[src/handler_cfg.svh]
`ifndef HANDLER_CFG_SVH
`define HANDLER_CFG_SVH
// ****************************************************************
// register map (word addresses on the plain port)
// ****************************************************************
`define ADDR_W          4
`define REG_CTRL        4'h0
`define REG_SORT        4'h1
`define REG_STATUS      4'h2
`define REG_PORTC       4'h3
// ****************************************************************
// control register fields
// ****************************************************************
`define CTRL_DONE_BIT   0
`define CTRL_ABORT_BIT  1
// ****************************************************************
// status register fields
// ****************************************************************
`define STAT_BUSY_BIT   0
`define STAT_DONE_BIT   1
`define STAT_START_BIT  2
`define STAT_LOCK_BIT   3
// ****************************************************************
// port c input bit positions (0 means active)
// ****************************************************************
`define PORTC_START_BIT 0
`define PORTC_LOCK_BIT  1
// ****************************************************************
// timing: data setup before end of test
// ****************************************************************
`define SETUP_NS        10000
`define CLK_NS          20
`define SETUP_CYC       ((`SETUP_NS + `CLK_NS - 1) / `CLK_NS)
`define SETUP_CNT_W     10
// ****************************************************************
// result line positions
// ****************************************************************
`define SORT_W          16
`define NO_CONTACT_BIT  14
`define UNUSED_BIT      15
`define SORT_MASK       16'h7fff
`define SORT_RESET      16'h0000
`endif

[src/handler_pkg.sv]
package handler_pkg;
    // sequencer states, one-hot
    typedef enum logic [3:0] {
        ST_IDLE  = 4'b0001,
        ST_MEAS  = 4'b0010,
        ST_SETUP = 4'b0100,
        ST_DONE  = 4'b1000
    } seq_e;
endpackage

[src/pin_sync.sv]
`timescale 1ns/1ps
`default_nettype none
// two-flop synchroniser for a group of asynchronous pins
module pin_sync #(
    parameter int W = 1
) (
    input  wire logic         clk,
    input  wire logic         resetn,
    input  wire logic [W-1:0] d,
    input  wire logic [W-1:0] rst_val,
    output logic      [W-1:0] q
);
    logic [W-1:0] meta_r;
    genvar i;
    // ************************************************************
    // per-bit double flop
    // ************************************************************
    generate
        for (i = 0; i < W; i++) begin : g_bit
            always_ff @(posedge clk or negedge resetn) begin
                if (!resetn) begin
                    meta_r[i] <= 1'b1;
                    q[i]      <= 1'b1;
                end else begin
                    meta_r[i] <= d[i];
                    q[i]      <= meta_r[i];
                end
            end
        end
    endgenerate
endmodule
`default_nettype wire

[src/component_handler_io_port.sv]
`include "handler_cfg.svh"
`timescale 1ns/1ps
`default_nettype none
module component_handler_io_port (
    input  wire logic                 clk,
    input  wire logic                 resetn,
    // register port
    input  wire logic [`ADDR_W-1:0]   addr,
    input  wire logic [31:0]          wdata,
    input  wire logic                 wr,
    input  wire logic                 rd,
    output logic      [31:0]          rdata,
    // isolator pins (low = current flowing)
    input  wire logic                 start_iso_n,
    input  wire logic                 aux_fire_n,
    input  wire logic                 interlock_iso_n,
    // open collector outputs: low enable pulls pin low
    output logic      [`SORT_W-1:0]   sort_result_oe_n,
    output logic                      busy_oe_n,
    output logic                      test_done_oe_n,
    // status to measurement logic
    output logic                      start_req,
    output logic                      interlock_n
);
    localparam int SC = `SETUP_CYC;
    handler_pkg::seq_e state_r, state_nxt;
    logic [`SORT_W-1:0]     sort_r;      // latched, driven to pins
    logic [`SORT_W-1:0]     sort_pend_r; // staged by software
    logic [`SETUP_CNT_W-1:0] cnt_r;
    logic                   start_q, start_d_r, lock_q;
    logic                   merged_n;
    logic                   fall;
    logic                   done_wr, abort_wr, sort_wr;
    logic                   busy_w, done_w;
    logic [1:0]             sync_q;

    // ************************************************************
    // input capture
    // ************************************************************
    // wired-or merge
    assign merged_n = start_iso_n & aux_fire_n;
    pin_sync #(.W(2)) u_sync (
        .clk     (clk),
        .resetn  (resetn),
        .d       ({interlock_iso_n, merged_n}),
        .rst_val (2'h3),
        .q       (sync_q)
    );
    assign start_q = sync_q[`PORTC_START_BIT];
    assign lock_q  = sync_q[`PORTC_LOCK_BIT];
    assign interlock_n = lock_q;

    // previous merged level for edge detect
    always_ff @(posedge clk or negedge resetn) begin
        if (!resetn) begin
            start_d_r <= 1'b1;
        end else begin
            start_d_r <= start_q;
        end
    end
    assign fall = start_d_r & ~start_q;

    // ************************************************************
    // write decode
    // ************************************************************
    assign sort_wr  = wr && (addr == `REG_SORT);
    assign done_wr  = wr && (addr == `REG_CTRL) && wdata[`CTRL_DONE_BIT];
    assign abort_wr = wr && (addr == `REG_CTRL) && wdata[`CTRL_ABORT_BIT];

    // ************************************************************
    // sequencer
    // ************************************************************
    always_comb begin
        state_nxt = state_r;
        case (state_r)
            handler_pkg::ST_IDLE, handler_pkg::ST_DONE: begin
                if (fall) begin
                    state_nxt = handler_pkg::ST_MEAS;
                end
            end
            handler_pkg::ST_MEAS: begin
                if (done_wr) begin
                    state_nxt = handler_pkg::ST_SETUP;
                end else if (abort_wr) begin
                    state_nxt = handler_pkg::ST_IDLE;
                end
            end
            handler_pkg::ST_SETUP: begin
                if (cnt_r == `SETUP_CNT_W'(SC - 1)) begin
                    state_nxt = handler_pkg::ST_DONE;
                end
            end
            default: state_nxt = handler_pkg::ST_IDLE;
        endcase
    end

    always_ff @(posedge clk or negedge resetn) begin
        if (!resetn) begin
            state_r <= handler_pkg::ST_IDLE;
        end else begin
            state_r <= state_nxt;
        end
    end

    // setup counter runs only in the setup state
    always_ff @(posedge clk or negedge resetn) begin
        if (!resetn) begin
            cnt_r <= '0;
        end else if (state_r == handler_pkg::ST_SETUP) begin
            cnt_r <= cnt_r + `SETUP_CNT_W'(1);
        end else begin
            cnt_r <= '0;
        end
    end

    // ************************************************************
    // result registers
    // ************************************************************
    // line 16 never asserted
    always_ff @(posedge clk or negedge resetn) begin
        if (!resetn) begin
            sort_pend_r <= `SORT_RESET;
        end else if (sort_wr) begin
            sort_pend_r <= wdata[`SORT_W-1:0] & `SORT_MASK;
        end
    end
    // pins change only on the done write, a setup time ahead of end of test
    always_ff @(posedge clk or negedge resetn) begin
        if (!resetn) begin
            sort_r <= `SORT_RESET;
        end else if (state_r == handler_pkg::ST_MEAS && done_wr) begin
            sort_r <= sort_pend_r;
        end
    end

    // ************************************************************
    // pin drive
    // ************************************************************
    // busy low during measurement and setup
    assign busy_w = (state_r == handler_pkg::ST_MEAS) ||
                    (state_r == handler_pkg::ST_SETUP);
    // done released at start; swaps with busy
    assign done_w = (state_r == handler_pkg::ST_DONE);
    // active low open collector; 1 asserts
    // lines 1-10 bins; lines 11-14 limits
    assign sort_result_oe_n = ~sort_r;
    assign busy_oe_n        = ~busy_w;
    assign test_done_oe_n   = ~done_w;
    assign start_req        = fall && !busy_w;

    // ************************************************************
    // read port
    // ************************************************************
    // port c reads 0 for an active input; status
    always_ff @(posedge clk or negedge resetn) begin
        if (!resetn) begin
            rdata <= 32'h0;
        end else if (rd) begin
            case (addr)
                `REG_SORT:   rdata <= {16'h0, sort_r};
                `REG_STATUS: rdata <= {28'h0, lock_q, start_q,
                                       done_w, busy_w};
                `REG_PORTC:  rdata <= {30'h0, lock_q, start_q};
                default:     rdata <= 32'h0;
            endcase
        end else begin
            rdata <= 32'h0;
        end
    end
endmodule
`default_nettype wire

[config.mk]
export PLATFORM = sky130hd
export DESIGN_NAME = component_handler_io_port
export DESIGN_NICKNAME = d
export VERILOG_FILES = /design/src/handler_pkg.sv /design/src/pin_sync.sv /design/src/component_handler_io_port.sv
export VERILOG_INCLUDE_DIRS = /design/src
export SDC_FILE = /design/constraint.sdc
export NUM_CORES = 1
export LEC_CHECK = 0
export BUFFER_PORTS_ARGS = -buffer_cell sky130_fd_sc_hd__buf_4
export CAP_MARGIN = 20
export CORE_ASPECT_RATIO = 0.7
export CORE_UTILIZATION = 50
export CTS_CLUSTER_DIAMETER = 150
export CTS_CLUSTER_SIZE = 10
export DETAILED_ROUTE_END_ITERATION = 7
export PLACE_DENSITY_LB_ADDON = 0.12
export SLEW_MARGIN = 20
export SYNTH_ARGS = -nofsm -noshare
export SYNTH_HDL_FRONTEND = slang
export SYNTH_HIERARCHICAL = 1
export SYNTH_SLANG_ARGS = --single-unit
[constraint.sdc]
create_clock -name clk -period 2.46 [get_ports clk]
set_clock_uncertainty 0.1 [all_clocks]
set_input_delay 0.246 -clock clk [delete_from_list [all_inputs] [get_ports clk]]
set_output_delay 0.246 -clock clk [all_outputs]
set_load 0.1 [all_outputs]
==> metrics <==
Post-Route WL=4.78 mm; most common cell in the netlist=dfrtp_1; mean routed wirelength per cell=~13 um; row cnt=22; number of vias per cell=4.75; Tot GR Track Use=0.184; top_reg_cell synth=dfrtp_1; Setup CP Type=reg2reg; die width=roughly 90 um; synthesis-stage register bit count=64; CP Capture Type=register; utilization after layout=0.647; number of synthesized flops with an enable pin=0; Root Driver=clkbuf_8; Routed Antenna Nets=0; internal power=1810 uW; Final nets=338; CTS buffer count=9; CTS Buffer Depth=2; Setup Buffers After CTS=0; Yosys top cell by area=dfrtp_1; share of cells above drive strength 1=0.391; Fillers=447; First DRT Iteration DRCs=75; fraction of registers with async set/reset=1.00; Max VDD drop=about 0.54 mV; Clk network pwr share=0.285; cells after synthesis=228; CTS resizes=0; yosys warns=6; clock latency on the worst-skew pair=0.33 ns; Layout area overhead=23.0%; CORE AREA=~5300 um2; crit share post-route=0.882; die area=5900 um2; TritonCTS Sinks=64; estimated wirelength of the detail-placed design=roughly 3.3 mm; post-synth cell types=38; Placer Congestion=~0.8; register area share after synthesis=0.576; worst reg-to-reg path cell count=5; Syn Area/Cell=12.3 um2; worst-margin pin slew=0.777 ns; DR pass1 iterations=4; Yosys top cell area share=0.519; H-tree depth=3; final slew viol count=0; initial cell density of the core=0.526; Synth top cells by count=58 x dfrtp_1, 22 x mux2_2, 18 x buf_4, 18 x inv_1, 16 x nor2_1; hold path depth=2; endpoints failing setup=0; Critical Path Fanout Max=3; switching part of the total=0.357; f_max=about 460 MHz; Tmin final=2.17 ns; CTS tree=done; number of global-route vias before repair=1665; DR vias=between 1.5k and 2k; Comb pwr share=0.272; die height=64.5 um; drt drc=0; Reg clk slew, reported paths=0.07 ns; CP Launch Type=register; Max-cap violations=0; # IOs=95; RSZ-0062 raised after global routing=false; arrival time worst endpoint=2.29 ns; Setup TNS Final=0 ns; PwrDens=819 nW/um2; port buffer count=59; initial antenna violation count=0; switching pwr=~1000 uW; Area contributors post-synth=dfrtp_1 52%, mux2_2 8.9%, dfstp_2 5.6%, buf_4 4.8%, mux2_4 4.8%; Mapped Area=around 2800 um2; ANT cells=0; Hold Fails Final Rpt=0; CP Data Required Time=2.58 ns; Slew headroom=0.480; first-pass GRT wire length=between 8 and 9 mm; Tightest Hold Check Type=in2reg; GRT Residual Overflow=0; status=finished clean; P_leak=0.00171 uW; largest net degree at the start of global routing=65; Seq pwr share=0.443
==> cells in the final DEF (no fill, tap or decap), types with 2 or more instances in the layout <==
cell	netlist	routed
and2_1	15	15
nor3_1	2	2
nand2_1	10	10
xnor2_1	4	4
nand4_1	2	2
mux2_4	9	9
dfstp_2	6	6
xor2_1	4	4
nor2_1	16	16
o31ai_1	3	3
nand3_1	7	7
buf_4	18	59
inv_1	18	18
dlygate4sd3_1	0	3
and3_1	2	2
dfrtp_1	58	58
clkinv_2	0	3
conb_1	2	18
o21ai_0	4	4
clkbuf_8	0	11
mux2_2	22	22
a21oi_1	5	5
==> cells by family after synthesis <==
logic type / count (synthesis) / synth area share
flops: 64 / 0.576
buf+inv: 41 / 0.0824
other cells: 2 / 0.00269
xor+xnor: 8 / 0.0251
mux: 31 / 0.137
compound gates: 15 / 0.0322
fa+ha+maj: 1 / 0.00448
simple gates: 66 / 0.140
==> power groups by stage <==
stage	registers (uW)	logic [uW]	clock network [uW]
after floorplan	1260	624	0
after global placement	1260	756	0
after detailed placement	1270	761	0
after CTS	1250	766	832
after global routing	1260	806	889
final	1250	765	803
==> layer usage <==
metal  track usage  routed length (um)  share of wire  vias to the layer above
met4        0.0595                  42         0.0088                        0
li1              -                   -              -                      847
met3        0.0892                 301          0.063                        4
met1         0.237                2250           0.47                      861
met5             0                   0              0                        -
met2         0.275                2190           0.46                       49
==> metrics by stage <==
step | hold slack (ns) | total power, uW | setup WS (ns) | std cells | instance area [um2]
6_report | 0.0287 | 2810 | 0.289 | 371 | 3440
5_1_grt | 0.00957 | 2960 | 0.132 | 371 | 3440
4_1_cts | 0.00194 | 2840 | 0.295 | 370 | 3430
3_5_place_dp | 0.248 | 2030 | 0.386 | 352 | 3220
3_3_place_gp | 0.246 | 2010 | 0.388 | 352 | 3220
2_1_floorplan | -0.150 | 1880 | 0.117 | 244 | 2850
==> registers in the layout (all words and copies together), names as in the netlist <==
register       cells
cnt_r             10
u_sync/q           2
rdata             15
state_r            4
sort_r            15
sort_pend_r       15
start_d_r          1
u_sync/meta_r      2
==> path summary, 6_finish.rpt <==
kind | slack (ns) | from | end
min in group asynchronous | 0.44 | resetn | sort_pend_r[3]$_DFFE_PN0P_
max in group asynchronous | 1.31 | resetn | sort_pend_r[12]$_DFFE_PN0P_
setup / recovery | 0.29 | cnt_r[0]$_DFF_PN0_ | state_r[3]$_DFFE_PN0P_
setup reg to reg | 0.29 | cnt_r[0]$_DFF_PN0_ | state_r[3]$_DFFE_PN0P_
hold / removal | 0.03 | start_iso_n | u_sync/meta_r[0]$_DFF_PN1_
hold reg to reg | 0.26 | u_sync/meta_r[0]$_DFF_PN1_ | u_sync/q[0]$_DFF_PN1_
==> worst max-delay path: stages (launching register included) <==
cell     delay (ns)
dfrtp_1        0.37
ha_1           0.20
or4b_1         0.46
o31ai_1        0.41
nand3_1        0.20
mux2_2         0.31
==> final cells by class <==
type | instances | area [um2] | share of cell area
Timing Repair Buffer | 62 | 473 | 0.138
Clock buffer | 11 | 151 | 0.0440
Inverter | 18 | 67.6 | 0.0197
Tap cell | 72 | 90.1 | 0.0262
Multi-Input combinational cell | 139 | 1010 | 0.295
Clock inverter | 5 | 31.3 | 0.00910
Sequential cell | 64 | 1610 | 0.468
==> timing repair <==
action | in CTS | in global routing
endpoints found under the setup margin | 0 | 0
hold endpoints to repair | 59 | 1
hold buffers | 2 | 1
(Power assumes the default switching activity.)
